$ cat config.mk
export PLATFORM = sky130hd
export DESIGN_NAME = dcas_top
export DESIGN_NICKNAME = d
export VERILOG_FILES = /design/src/dcas_pkg.sv /design/src/dcas_top.sv
export VERILOG_INCLUDE_DIRS = /design/src /design/src/src
export SDC_FILE = /design/constraint.sdc
export NUM_CORES = 1
export LEC_CHECK = 0
export BUFFER_PORTS_ARGS = -buffer_cell sky130_fd_sc_hd__buf_2
export CORE_MARGIN = 2
export CORE_UTILIZATION = 40
export CTS_BUF_LIST = sky130_fd_sc_hd__clkbuf_4 sky130_fd_sc_hd__clkbuf_8
export DETAILED_ROUTE_END_ITERATION = 10
export GPL_TIMING_DRIVEN = 0
export PLACE_DENSITY = 0.69
export SLEW_MARGIN = 20
export SYNTH_ARGS = -nofsm -noshare
export SYNTH_HDL_FRONTEND = slang
export SYNTH_SLANG_ARGS = --single-unit
$ cat constraint.sdc
create_clock -name aclk -period 3 [get_ports aclk]
set_input_delay 0.45 -clock aclk [delete_from_list [all_inputs] [get_ports aclk]]
set_output_delay 0.45 -clock aclk [all_outputs]
set_load 0.05 [all_outputs]
$ cat src/dcas_params.svh
`ifndef DCAS_PARAMS_SVH
`define DCAS_PARAMS_SVH
// Register block offsets, byte addresses on the AXI4-Lite port.
`define DCAS_PCR_OFS 8'h00
`define DCAS_CCR_OFS 8'h10
`define DCAS_BCR_OFS 8'h20
`define DCAS_ADR_OFS 8'h30
// Field positions.
`define DCAS_ROT_BIT 7
`define DCAS_END_BIT 7
`define DCAS_BUSY_BIT 6
// Reset values of the priority control fields.
`define DCAS_PCR_RST 4'h0
`define DCAS_ROT_RST 2'h0
// Bus response codes.
`define DCAS_RESP_OK 2'b00
`define DCAS_RESP_ERR 2'b10
`endif

$ cat src/dcas_pkg.sv
package dcas_pkg;
   // Sequencer states.
   typedef enum logic [2:0] {
      ST_IDLE,
      ST_REQ,
      ST_XFER,
      ST_DEAD,
      ST_GAP
   } dcas_state_e;

   // Per-channel transfer configuration, low nibble of the channel control register.
   typedef struct packed {
      logic up_down;
      logic three_state_bus_mode;
      logic burst;
      logic rw;
   } dcas_cfg_s;

   // Address and direction lines driven during a transfer.
   typedef struct packed {
      logic [15:0] addr;
      logic rw;
      logic oe;
   } dcas_bus_s;
endpackage : dcas_pkg

$ cat src/dcas_top.sv
// What this block does
// - Three-state mode transfers request the bus on the three-state request, never halt.
// - The three-state request also goes out to stretch the processor clock.
// - Three-state mode never bursts; request is released after every byte.
// - A request competes only with its enable bit and zero-count flag both set.
// - The chosen channel stays latched for one byte, or the whole block in burst.
// - If the latched request drops, no byte moves until it rises again.
// - The serving channel's own request is blocked during its transfer.
// - Normal priority order is channel 0, 1, 2, 3.
// - Rotate mode favours the channel after the last served, that one last.
// - After reset rotate priority starts at channel 0.
// - Halt to halt channel change keeps halt request low with one dead cycle.
// - Three-state to three-state change returns the bus for two cycles.
// - Halt cycle steal gives the bus back between two bytes of one channel.
// - Busy sets when the channel's request is first latched, before its first byte, clears at block end.
// - Busy clears while the channel's request enable bit is 0.
// - Block end flag sets when the block completes and the count reaches 0.
// - Block end flag clears right after software reads its channel control register.
// - Busy and block end are readable; the zero-count flag is not.
// - Zero-count resets to 0, set by nonzero count write, cleared by 0.
// - With zero-count 0 the channel's requests are ignored despite enable.
// - Reset clears zero-count but leaves the byte count unchanged.
// - Requests are sampled on the rising edge of the transfer clock.
// - After grant, acknowledge, address and direction lines are driven.
//
// The implementer's own choices: the address map and register access over AXI4-Lite.
`include "dcas_params.svh"

module dcas_top #(
   parameter int NCH = 4
) (
   // Clock and reset; aclk is the transfer clock, aresetn is the reset pin.
   input wire logic aclk,
   input wire logic aresetn,
   // AXI4-Lite write channels.
   input wire logic [7:0] s_axi_awaddr,
   input wire logic s_axi_awvalid,
   output logic s_axi_awready,
   input wire logic [31:0] s_axi_wdata,
   input wire logic [3:0] s_axi_wstrb,
   input wire logic s_axi_wvalid,
   output logic s_axi_wready,
   output logic [1:0] s_axi_bresp,
   output logic s_axi_bvalid,
   input wire logic s_axi_bready,
   // AXI4-Lite read channels.
   input wire logic [7:0] s_axi_araddr,
   input wire logic s_axi_arvalid,
   output logic s_axi_arready,
   output logic [31:0] s_axi_rdata,
   output logic [1:0] s_axi_rresp,
   output logic s_axi_rvalid,
   input wire logic s_axi_rready,
   // Peripheral side.
   input wire logic [NCH-1:0] channel_request,
   output logic [NCH-1:0] transfer_ack_b,
   output logic transfer_strobe,
   // Processor bus side.
   input wire logic bus_grant_in,
   output logic halt_bus_request_n,
   output logic tsc_bus_request_n,
   output logic tsc_bus_request_out,
   output dcas_pkg::dcas_bus_s dma_bus
);

   ////////////////////////////////////////////////////////////////////////////
   // Helpers.

   // Picks the first set bit of elig starting at index start, wrapping round.
   function automatic logic [2:0] pick(input logic [3:0] elig, input logic [1:0] start);
      logic [2:0] res;
      logic [1:0] idx;
      res = 3'h0;
      for (int k = 3; k >= 0; k--) begin
         idx = start + 2'(k);
         if (elig[idx]) begin
            res = {1'b1, idx};
         end
      end
      return res;
   endfunction : pick

   // Merges the two low byte lanes of a write into a 16-bit register.
   function automatic logic [15:0] merge16(input logic [15:0] old, input logic [31:0] d,
                                           input logic [3:0] s);
      return {s[1] ? d[15:8] : old[15:8], s[0] ? d[7:0] : old[7:0]};
   endfunction : merge16

   ////////////////////////////////////////////////////////////////////////////
   // State.

   logic [NCH-1:0] req_s1, req_s;
   logic grant_s1, grant_s;
   logic [NCH-1:0] prio_en;
   logic rotate;
   dcas_pkg::dcas_cfg_s cfg [NCH];
   logic [15:0] bcount [NCH];
   logic [15:0] xaddr [NCH];
   logic [NCH-1:0] zero_flag, busy, end_flag;
   dcas_pkg::dcas_state_e state, next_state;
   logic [1:0] cur_ch, rot_ptr;
   logic block_own;
   logic [7:0] aw_q;
   logic [31:0] w_q;
   logic [3:0] ws_q;

   always_ff @(posedge aclk) begin
      req_s1 <= channel_request;
      req_s <= req_s1;
      grant_s1 <= bus_grant_in;
      grant_s <= grant_s1;
   end

   ////////////////////////////////////////////////////////////////////////////
   // Register decode.

   wire wr_fire = !s_axi_awready && !s_axi_wready && !s_axi_bvalid;
   wire [3:0] wr_ch = 4'b0001 << aw_q[3:2];
   wire wr_pcr = wr_fire && aw_q == `DCAS_PCR_OFS;
   wire [3:0] wr_ccr = (wr_fire && aw_q[7:4] == `DCAS_CCR_OFS >> 4) ? wr_ch : 4'h0;
   wire [3:0] wr_bcr = (wr_fire && aw_q[7:4] == `DCAS_BCR_OFS >> 4) ? wr_ch : 4'h0;
   wire [3:0] wr_adr = (wr_fire && aw_q[7:4] == `DCAS_ADR_OFS >> 4) ? wr_ch : 4'h0;
   wire wr_hit = wr_pcr || (|wr_ccr) || (|wr_bcr) || (|wr_adr);
   wire rd_fire = s_axi_arvalid && s_axi_arready;
   wire [1:0] rd_ch = s_axi_araddr[3:2];
   wire rd_is_pcr = s_axi_araddr == `DCAS_PCR_OFS;
   wire rd_is_ccr = s_axi_araddr[7:4] == `DCAS_CCR_OFS >> 4 && s_axi_araddr[1:0] == 2'h0;
   wire rd_is_bcr = s_axi_araddr[7:4] == `DCAS_BCR_OFS >> 4 && s_axi_araddr[1:0] == 2'h0;
   wire rd_is_adr = s_axi_araddr[7:4] == `DCAS_ADR_OFS >> 4 && s_axi_araddr[1:0] == 2'h0;
   wire rd_hit = rd_is_pcr || rd_is_ccr || rd_is_bcr || rd_is_adr;
   wire [3:0] rd_ccr = (rd_fire && rd_is_ccr) ? 4'b0001 << rd_ch : 4'h0;
   wire [7:0] ccr_view = {end_flag[rd_ch], busy[rd_ch], 2'h0, cfg[rd_ch]};
   wire [31:0] rd_word = rd_is_pcr ? {24'h0, rotate, 3'h0, prio_en} :
                         rd_is_ccr ? {24'h0, ccr_view} :
                         rd_is_bcr ? {16'h0, bcount[rd_ch]} :
                         rd_is_adr ? {16'h0, xaddr[rd_ch]} : 32'h0;

   // Write side: each channel is taken once and held until the response is accepted.
   always_ff @(posedge aclk) begin
      if (!aresetn) begin
         s_axi_awready <= 1'b1;
         s_axi_wready <= 1'b1;
         s_axi_bvalid <= 1'b0;
         s_axi_bresp <= `DCAS_RESP_OK;
      end else begin
         if (s_axi_awvalid && s_axi_awready) begin
            s_axi_awready <= 1'b0;
         end
         if (s_axi_wvalid && s_axi_wready) begin
            s_axi_wready <= 1'b0;
         end
         if (wr_fire) begin
            s_axi_bvalid <= 1'b1;
            s_axi_bresp <= wr_hit ? `DCAS_RESP_OK : `DCAS_RESP_ERR;
         end
         if (s_axi_bvalid && s_axi_bready) begin
            s_axi_bvalid <= 1'b0;
            s_axi_awready <= 1'b1;
            s_axi_wready <= 1'b1;
         end
      end
   end

   // Write payload holding registers.
   always_ff @(posedge aclk) begin
      if (s_axi_awvalid && s_axi_awready) begin
         aw_q <= s_axi_awaddr;
      end
      if (s_axi_wvalid && s_axi_wready) begin
         w_q <= s_axi_wdata;
         ws_q <= s_axi_wstrb;
      end
   end

   // Read side: one read at a time, answered the cycle after the address.
   always_ff @(posedge aclk) begin
      if (!aresetn) begin
         s_axi_arready <= 1'b1;
         s_axi_rvalid <= 1'b0;
         s_axi_rdata <= 32'h0;
         s_axi_rresp <= `DCAS_RESP_OK;
      end else if (rd_fire) begin
         s_axi_arready <= 1'b0;
         s_axi_rvalid <= 1'b1;
         s_axi_rdata <= rd_word;
         s_axi_rresp <= rd_hit ? `DCAS_RESP_OK : `DCAS_RESP_ERR;
      end else if (s_axi_rvalid && s_axi_rready) begin
         s_axi_rvalid <= 1'b0;
         s_axi_arready <= 1'b1;
      end
   end

   ////////////////////////////////////////////////////////////////////////////
   // Priority selection.

   wire [3:0] blk_mask = block_own ? 4'b0001 << cur_ch : 4'h0;
   wire [3:0] elig = req_s & prio_en & zero_flag & ~blk_mask;
   wire [2:0] sel = pick(elig, rotate ? rot_ptr : 2'h0);
   wire sel_ok = sel[2];
   wire [1:0] sel_ch = sel[1:0];
   wire cur_ok = prio_en[cur_ch] && zero_flag[cur_ch];
   wire cur_tsc = cfg[cur_ch].three_state_bus_mode;
   wire cur_burst = cfg[cur_ch].burst && !cur_tsc;
   wire last_byte = bcount[cur_ch] == 16'h0001;
   wire in_xfer = state == dcas_pkg::ST_XFER;
   wire latch = (state == dcas_pkg::ST_IDLE || state == dcas_pkg::ST_DEAD) && sel_ok;
   wire [1:0] next_ch = latch ? sel_ch : cur_ch;
   wire [3:0] cur_mask = 4'b0001 << cur_ch;
   wire [3:0] xfer_ch = in_xfer ? cur_mask : 4'h0;
   wire [3:0] done_blk = (in_xfer && last_byte) ? cur_mask & ~wr_bcr : 4'h0;
   wire [3:0] other = req_s & prio_en & zero_flag & ~cur_mask;

   // Sequencer next state.
   always_comb begin
      next_state = state;
      case (state)
         dcas_pkg::ST_IDLE: begin
            if (sel_ok) begin
               next_state = dcas_pkg::ST_REQ;
            end
         end
         dcas_pkg::ST_REQ: begin
            if (!cur_ok) begin
               next_state = dcas_pkg::ST_GAP;
            end else if (grant_s && req_s[cur_ch]) begin
               next_state = dcas_pkg::ST_XFER;
            end
         end
         dcas_pkg::ST_XFER: begin
            if (cur_burst && !last_byte) begin
               next_state = dcas_pkg::ST_REQ;
            end else if (!cur_tsc && (|other)) begin
               next_state = dcas_pkg::ST_DEAD;
            end else begin
               next_state = dcas_pkg::ST_GAP;
            end
         end
         dcas_pkg::ST_DEAD: begin
            next_state = (sel_ok && !cfg[sel_ch].three_state_bus_mode) ? dcas_pkg::ST_REQ : dcas_pkg::ST_GAP;
         end
         dcas_pkg::ST_GAP: begin
            next_state = dcas_pkg::ST_IDLE;
         end
         default: begin
            next_state = dcas_pkg::ST_IDLE;
         end
      endcase
   end

   // A request line stays asserted through request, transfer and dead cycles.
   wire next_act = next_state == dcas_pkg::ST_REQ || next_state == dcas_pkg::ST_XFER ||
                   next_state == dcas_pkg::ST_DEAD;
   wire next_tsc = cfg[next_ch].three_state_bus_mode && next_state != dcas_pkg::ST_DEAD;
   wire next_xfer = next_state == dcas_pkg::ST_XFER;

   // Sequencer registers.
   always_ff @(posedge aclk) begin
      if (!aresetn) begin
         state <= dcas_pkg::ST_IDLE;
         cur_ch <= 2'h0;
         rot_ptr <= `DCAS_ROT_RST;
         block_own <= 1'b0;
      end else begin
         state <= (state == dcas_pkg::ST_DEAD && !(sel_ok && !cfg[sel_ch].three_state_bus_mode)) ?
                  dcas_pkg::ST_GAP : next_state;
         cur_ch <= (latch && !(state == dcas_pkg::ST_DEAD && cfg[sel_ch].three_state_bus_mode)) ?
                   sel_ch : cur_ch;
         if (latch && rotate) begin
            rot_ptr <= sel_ch + 2'h1;
         end
         block_own <= in_xfer ? 1'b1 : (state == dcas_pkg::ST_IDLE ? 1'b0 : block_own);
      end
   end

   // Pin outputs, all registered.
   always_ff @(posedge aclk) begin
      if (!aresetn) begin
         halt_bus_request_n <= 1'b1;
         tsc_bus_request_n <= 1'b1;
         tsc_bus_request_out <= 1'b0;
         transfer_strobe <= 1'b0;
         transfer_ack_b <= '0;
         dma_bus <= '0;
      end else begin
         halt_bus_request_n <= !(next_act && !next_tsc);
         tsc_bus_request_n <= !(next_act && next_tsc);
         tsc_bus_request_out <= next_act && next_tsc;
         transfer_strobe <= next_xfer;
         transfer_ack_b <= next_xfer ? 4'b0001 << cur_ch : 4'h0;
         dma_bus.addr <= xaddr[cur_ch];
         dma_bus.rw <= cfg[cur_ch].rw;
         dma_bus.oe <= next_xfer;
      end
   end

   ////////////////////////////////////////////////////////////////////////////
   // Control registers and flags.

   // Priority control and channel configuration.
   always_ff @(posedge aclk) begin
      if (!aresetn) begin
         prio_en <= `DCAS_PCR_RST;
         rotate <= 1'b0;
         for (int i = 0; i < NCH; i++) begin
            cfg[i] <= '0;
         end
      end else begin
         if (wr_pcr && ws_q[0]) begin
            prio_en <= w_q[3:0];
            rotate <= w_q[`DCAS_ROT_BIT];
         end
         for (int i = 0; i < NCH; i++) begin
            if (wr_ccr[i] && ws_q[0]) begin
               cfg[i] <= w_q[3:0];
            end
         end
      end
   end

   // Status flags; in the same cycle a count write beats the zero-count clear, a busy clear beats its set, and end set beats a read clear.
   always_ff @(posedge aclk) begin
      if (!aresetn) begin
         zero_flag <= '0;
         busy <= '0;
         end_flag <= '0;
      end else begin
         for (int i = 0; i < NCH; i++) begin
            if (wr_bcr[i]) begin
               zero_flag[i] <= |merge16(bcount[i], w_q, ws_q);
            end else if (done_blk[i]) begin
               zero_flag[i] <= 1'b0;
            end
            if (!prio_en[i] || done_blk[i]) begin
               busy[i] <= 1'b0;
            end else if (latch && sel_ch == 2'(i)) begin
               busy[i] <= 1'b1;
            end
            if (done_blk[i]) begin
               end_flag[i] <= 1'b1;
            end else if (rd_ccr[i]) begin
               end_flag[i] <= 1'b0;
            end
         end
      end
   end

   // Counts and addresses are data and keep their contents through reset.
   always_ff @(posedge aclk) begin
      for (int i = 0; i < NCH; i++) begin
         if (wr_bcr[i]) begin
            bcount[i] <= merge16(bcount[i], w_q, ws_q);
         end else if (xfer_ch[i]) begin
            bcount[i] <= bcount[i] - 16'h0001;
         end
         if (wr_adr[i]) begin
            xaddr[i] <= merge16(xaddr[i], w_q, ws_q);
         end else if (xfer_ch[i]) begin
            xaddr[i] <= cfg[i].up_down ? xaddr[i] - 16'h0001 : xaddr[i] + 16'h0001;
         end
      end
   end
endmodule : dcas_top

==> impl_metrics.ini, run 1 <==
[setup_path]
crit_path_max_fanout = 10
cp-end-kind = flop
cp_data_required_time_ns = 3.27
path_class = reg -> reg
crit_path_start_kind = flop
arrival_ns = 3.23

[routing]
postRouteAntennaNets = 0
drt_pre_antenna_iters = 7
routed_wl_um = 56650
viasPerCell = 6.024
drcViolationCount = 0
first_iter_violations = 1880
wl_per_cell_um = 22.49
vias = 15175

[power]
ir_drop_mv = 0.3474
powerDensity_mw_per_mm2 = 445.6
p_leak_nw = 7.398

[clocking]
ctsRootBufferMaster = clkbuf_8
clkSinkCount = 255
cts_tree = done
insertion_delay_ns = 0.65
clk_path_buf_depth = 3
cts_buffers = 46
clkTransAtPathRegs_ns = 0.06
htree_levels = 2

[placed_design]
gp_congestion = 0.9979
dpl.hpwl_um = 41460
numPortBuffers = 90

[job]
max_cap_violations = 0

[timing]
skew_ns = 0.04443
fin_crit_ns = 2.960
setup_violations = 0
slew_viol_final = 0
tightestPinTransition_ns = 1.208
fmax_ghz = 0.3378
finalHoldViolCount = 0
fin_hold_ws_ns = 0.04710
tns_ns = 0
period_share = 0.9867
slew_headroom = 0.1944

[final_layout]
drive_above_1_share = 0.1798
area_growth_pct = 17.13
fill_cells = 3783
nets = 2080

[synth]
synth-edff-count = 170
syn_area_mm2 = 0.01649
ys_ff_latch = 255
syn_inst = 1738
yosysWarnings = 0
synthDistinctLibCells = 88
avgSynthCellArea_um2 = 9.488
ys_async_sr_fraction = 0
synth_flop_cell = edfxtp_1
seq_area_frac_synth = 0.4128

[die]
die_area_mm2 = 0.04286
die_w_um = 207.0
die_height_um = 207.0
core_area_mm2 = 0.04074
rows = 74
io_pins = 131
initial_core_util = 0.4048

[global_routing]
grt_pass1_wl_um = 84370
grt.total_usage = 0.2555
antenna_found_initial = 2
grt_max_degree = 19
first_global_vias = 14072
globalRoute.totalOverflow = 0

[min_path]
hp-class = in -> reg

[status]
status = completed
==> synthesized netlist by cell type, types with 17 or more instances <==
| cell type | n | area [µm²] |
|---|---|---|
| buf_4 | 21 | 157.7 |
| nand2_1 | 211 | 792.0 |
| mux2i_1 | 25 | 250.2 |
| dfxtp_1 | 85 | 1702 |
| nor3_1 | 49 | 245.2 |
| nand2b_1 | 17 | 106.4 |
| o21ai_0 | 184 | 920.9 |
| a21oi_1 | 94 | 470.5 |
| edfxtp_1 | 170 | 5105 |
| xor2_1 | 31 | 271.5 |
| a211oi_1 | 17 | 127.6 |
| nor2_1 | 155 | 581.8 |
| and2_1 | 51 | 319.1 |
| nand3_1 | 63 | 315.3 |
| clkbuf_1 | 58 | 217.7 |
| ha_1 | 64 | 800.8 |
| buf_2 | 26 | 130.1 |
| nor4_1 | 23 | 143.9 |
| inv_1 | 47 | 176.4 |
| mux4_2 | 58 | 1306 |
| xnor2_1 | 24 | 210.2 |
| nor3b_1 | 20 | 150.1 |
==> path summary, 6_finish.rpt <==
kind	start	cells past startpoint	slack, ns	to
worst max register to register	ws_q[1]	5	0.04	xaddr[1][8]
worst max-delay path	ws_q[1]	5	0.04	xaddr[1][8]
worst min-delay path	s_axi_awvalid	2	0.05	s_axi_awready
worst min register to register	req_s1[0]	0	0.33	req_s[0]
==> sequential cells by signal, indices dropped and copies added, names as in the netlist, 3 cells and up, named ones only <==
register        count
aw_q                8
bcount             64
busy                4
cfg                16
dma_bus            18
end_flag            4
prio_en             4
req_s               4
req_s1              4
s_axi_rdata        16
state               3
transfer_ack_b      4
w_q                16
xaddr              64
zero_flag           4
==> logic make-up after synthesis <==
family | count (synthesis) | share of synthesized area
compound gates | 431 | 0.1599
simple gates | 669 | 0.1980
buf+inv | 166 | 0.04500
xor+xnor | 55 | 0.02921
mux | 93 | 0.1014
other cells | 1 | 0.0002274
flops | 255 | 0.4128
fa+ha+maj | 68 | 0.05342
==> metrics by stage <==
stage,power (W),worst slack [ns],instance area [µm²],utilization,std cells
2_1_floorplan,0.004522,0.06335,16550,-,1755
5_1_grt,0.008862,-0.06212,19310,0.4741,2519
6_report,0.008606,0.03975,19310,0.4741,2519
4_1_cts,0.008605,0.02024,19210,0.4717,2512
3_5_place_dp,0.004800,-0.5042,17760,0.4360,2383
3_3_place_gp,0.004778,-0.8209,17670,0.4337,2377
==> placed cells by master (no fill, tap or decap), types with 14 or more instances in the layout <==
cell type / n
buf_2: 116
o211ai_1: 16
a211oi_1: 16
a21oi_1: 92
inv_1: 47
nor3_1: 48
mux4_2: 58
dfxtp_1: 85
nand2b_1: 17
o21ai_0: 178
nor4_1: 22
clkbuf_1: 58
clkbuf_8: 56
edfxtp_1: 170
ha_1: 64
or3_1: 14
nand4_1: 14
dlygate4sd3_1: 32
nor3b_1: 20
nand2_1: 211
o31ai_1: 15
mux2i_1: 25
and2_1: 51
xor2_1: 31
nor2_1: 154
buf_4: 39
conb_1: 18
nand3_1: 63
xnor2_1: 24
==> repair_timing <==
action	in CTS	in global routing
pin swaps	1	5
setup buffers	11	6
gates resized for setup	1	14
endpoints found under the setup margin	55	80
hold buffers	32	0
endpoints found under the hold margin	32	0
==> metal layers <==
layer / track usage / part of all wire / vias to the layer above
met5: 0 / 0 / -
met4: 0.1094 / 0.041 / 0
met1: 0.3552 / 0.41 / 7204
met2: 0.3725 / 0.42 / 975
li1: - / - / 6838
met3: 0.07080 / 0.13 / 158
==> area by class of cell <==
class,count,area (µm²),area share
plain buffers,118,564.3,0.02922
clock inverters,22,215.2,0.01114
clock buffers,64,830.8,0.04301
inverters,48,180.2,0.009328
repair buffers,145,969.7,0.05020
well taps,532,665.6,0.03446
diodes,1,2.502,0.0001296
flip-flops and latches,255,6807,0.3524
multi-input cells,1334,9080,0.4701
==> critical path: stages, from the launching register on <==
cell and delay (ns):
edfxtp_1 0.32, clkbuf_1 0.35, clkbuf_1 0.52, clkbuf_1 0.76, nand3_1 0.25, nand2_1 0.40
==> report_power, final <==
group / internal, W / leakage, nW / total (W) / switching (W)
logic: 0.000340 / 4.59 / 0.000961 / 0.000621
registers: 0.00381 / 2.26 / 0.00384 / 0.0000381
clock network: 0.00215 / 0.550 / 0.00380 / 0.00165
Power figures use the tool's default switching activity.
==> run 2: changes to the inputs <==
--- a/config.mk
+++ b/config.mk
@@ -8,11 +8,11 @@
 export LEC_CHECK = 0
 export BUFFER_PORTS_ARGS = -buffer_cell sky130_fd_sc_hd__buf_2
 export CORE_MARGIN = 2
-export CORE_UTILIZATION = 40
+export CORE_UTILIZATION = 45
 export CTS_BUF_LIST = sky130_fd_sc_hd__clkbuf_4 sky130_fd_sc_hd__clkbuf_8
 export DETAILED_ROUTE_END_ITERATION = 10
 export GPL_TIMING_DRIVEN = 0
-export PLACE_DENSITY = 0.69
+export PLACE_DENSITY = 0.75
 export SLEW_MARGIN = 20
 export SYNTH_ARGS = -nofsm -noshare
 export SYNTH_HDL_FRONTEND = slang
==> run 2 against run 1 <==
Worst setup slack better by 0.0080 ns. Design area down 2.2%. Count of clock-buffer cells in the layout up 5. Critical path type unchanged. Sequential power about the same. Combinational power down 2.6%.
==> impl_metrics.ini, run 2 (synthesis gave the netlist of run 1 again) <==
[die]
core_area_mm2 = 0.03635
die_height_um = 195.4
io_pins = 131
die_w_um = 195.4
initial_core_util = 0.4537
die_area_mm2 = 0.03819
rows = 70

[placed_design]
gp_congestion = 1.014
placed_cells = 2317
numPortBuffers = 90
dpl.hpwl_um = 41300

[power]
power_frac_comb = 0.113
switching_share = 0.2664
p_int_w = 0.006090
powerDensity_mw_per_mm2 = 439.3
clock_power_share = 0.424
p_leak_nw = 7.259
power_frac_seq = 0.463
p_sw_w = 0.002211
ir_drop_mv = 0.3018

[timing]
fmax_ghz = 0.3387
period_share = 0.9841
slew_viol_final = 0
tightestPinTransition_ns = 1.206
fin_crit_ns = 2.952
setup_violations = 0
rsz0062_at_grt = yes
finalHoldViolCount = 0
fin_hold_ws_ns = 0.02759
slew_headroom = 0.1961
skew_ns = 0.03172

[min_path]
hp-class = in -> reg

[global_routing]
globalRoute.totalOverflow = 0
grt_pass1_wl_um = 84360
grt_max_degree = 19
first_global_vias = 14221
antenna_found_initial = 1
grt.total_usage = 0.2907

[final_layout]
area_growth_pct = 14.58
stdcell_count = 2426
reg.largest.list = bcount: 64 flops, xaddr: 64 flops, dma_bus: 18 flops
finalCoreUtilization = 0.5198
nets = 2052
layout_common_cells = nand2_1 (209), o21ai_0 (178), edfxtp_1 (170)
final_common_cell = nand2_1
drive_above_1_share = 0.1825

[setup_path]
cp_data_required_time_ns = 3.44
path_class = reg -> reg
cp-endpoint = bcount[3][1]
crit_path_start_kind = flop
crit_path_start = ws_q[0]
r2r_start = ws_q[0]
r2r_setup_slack_ns = 0.05
r2r-end = bcount[3][1]
crit_path_max_fanout = 10
cp-end-kind = flop
ff2ff_path_depth = 7
arrival_ns = 3.39

[clocking]
cts_tree = done
htree_levels = 2
clkSinkCount = 255
insertion_delay_ns = 0.61
cts_buffers = 45
clk_path_buf_depth = 3
clkTransAtPathRegs_ns = 0.07
ctsRootBufferMaster = clkbuf_8

[job]
max_cap_violations = 0

[routing]
postRouteAntennaNets = 0
wl_per_cell_um = 23.24
drcViolationCount = 0
first_iter_violations = 1731
viasPerCell = 6.232
vias = 15119
routed_wl_um = 56390
drt_pre_antenna_iters = 8

[status]
status = completed
run 2: worst min-delay path by stage:
stage                         start        to  slack [ns]  cells past startpoint
global route        s_axi_awaddr[3]   aw_q[3]        0.01                      1
detailed placement        req_s1[3]  req_s[3]        0.31                      0
finish               s_axi_wdata[7]    w_q[7]        0.03                      1
global placement           grant_s1   grant_s        0.32                      0
CTS                 s_axi_awaddr[3]   aw_q[3]        0.01                      1
floorplan                  grant_s1   grant_s        0.31                      0
run 2: repair_timing:
action,4_1_cts,5_1_grt
hold endpoints to repair,5,0
pin swaps,1,2
endpoints found under the setup margin,36,68
hold buffers,5,0
buffers inserted,11,8
resized for setup,1,20
run 2: final cells by class:
cell class / count / area (µm²)
Antenna cell: 2 / 5.005
Buffer: 118 / 566.8
Clock buffer: 69 / 887.1
Clock inverter: 14 / 90.09
Fill cell: 3271 / 17450
Inverter: 48 / 180.2
Multi-Input combinational cell: 1334 / 9085
Sequential cell: 255 / 6807
Tap cell: 468 / 585.6
Timing Repair Buffer: 118 / 688.2
run 2: stage by stage:
stage | setup slack, ns | area [µm²] | TNS [ns] | total power (W)
global placement | -0.7531 | 17590 | -46.93 | 0.004777
floorplan | 0.06335 | 16550 | 0 | 0.004522
global route | -0.1415 | 18890 | -0.2594 | 0.008529
detailed placement | -0.5724 | 17650 | -4.395 | 0.004798
CTS | 0.01316 | 18770 | 0 | 0.008281
finish | 0.04772 | 18890 | 0 | 0.008301
run 2: power groups by stage:
stage / Combinational, W / Sequential [W] / Clock, W
2_1_floorplan: 0.000549 / 0.00397 / 0
3_3_place_gp: 0.000855 / 0.00392 / 0
3_5_place_dp: 0.000872 / 0.00393 / 0
4_1_cts: 0.000900 / 0.00384 / 0.00354
5_1_grt: 0.000997 / 0.00385 / 0.00368
6_report: 0.000936 / 0.00384 / 0.00352
run 2: layer usage:
| metal | track usage | routed length (µm) | up-vias |
|---|---|---|---|
| met2 | 0.4157 | 23210 | 1003 |
| met1 | 0.3978 | 22280 | 7173 |
| li1 | - | - | 6764 |
| met5 | 0 | 0 | - |
| met3 | 0.08756 | 7835 | 179 |
| met4 | 0.1487 | 3050 | 0 |
run 2: worst max-delay path: stages (launching register included):
cell and delay (ns):
edfxtp_1 0.32, clkbuf_1 0.56, clkbuf_1 0.53, buf_1 0.60, nand2_1 0.43, o21ai_0 0.20
nand2_1 0.07, o21ai_0 0.08
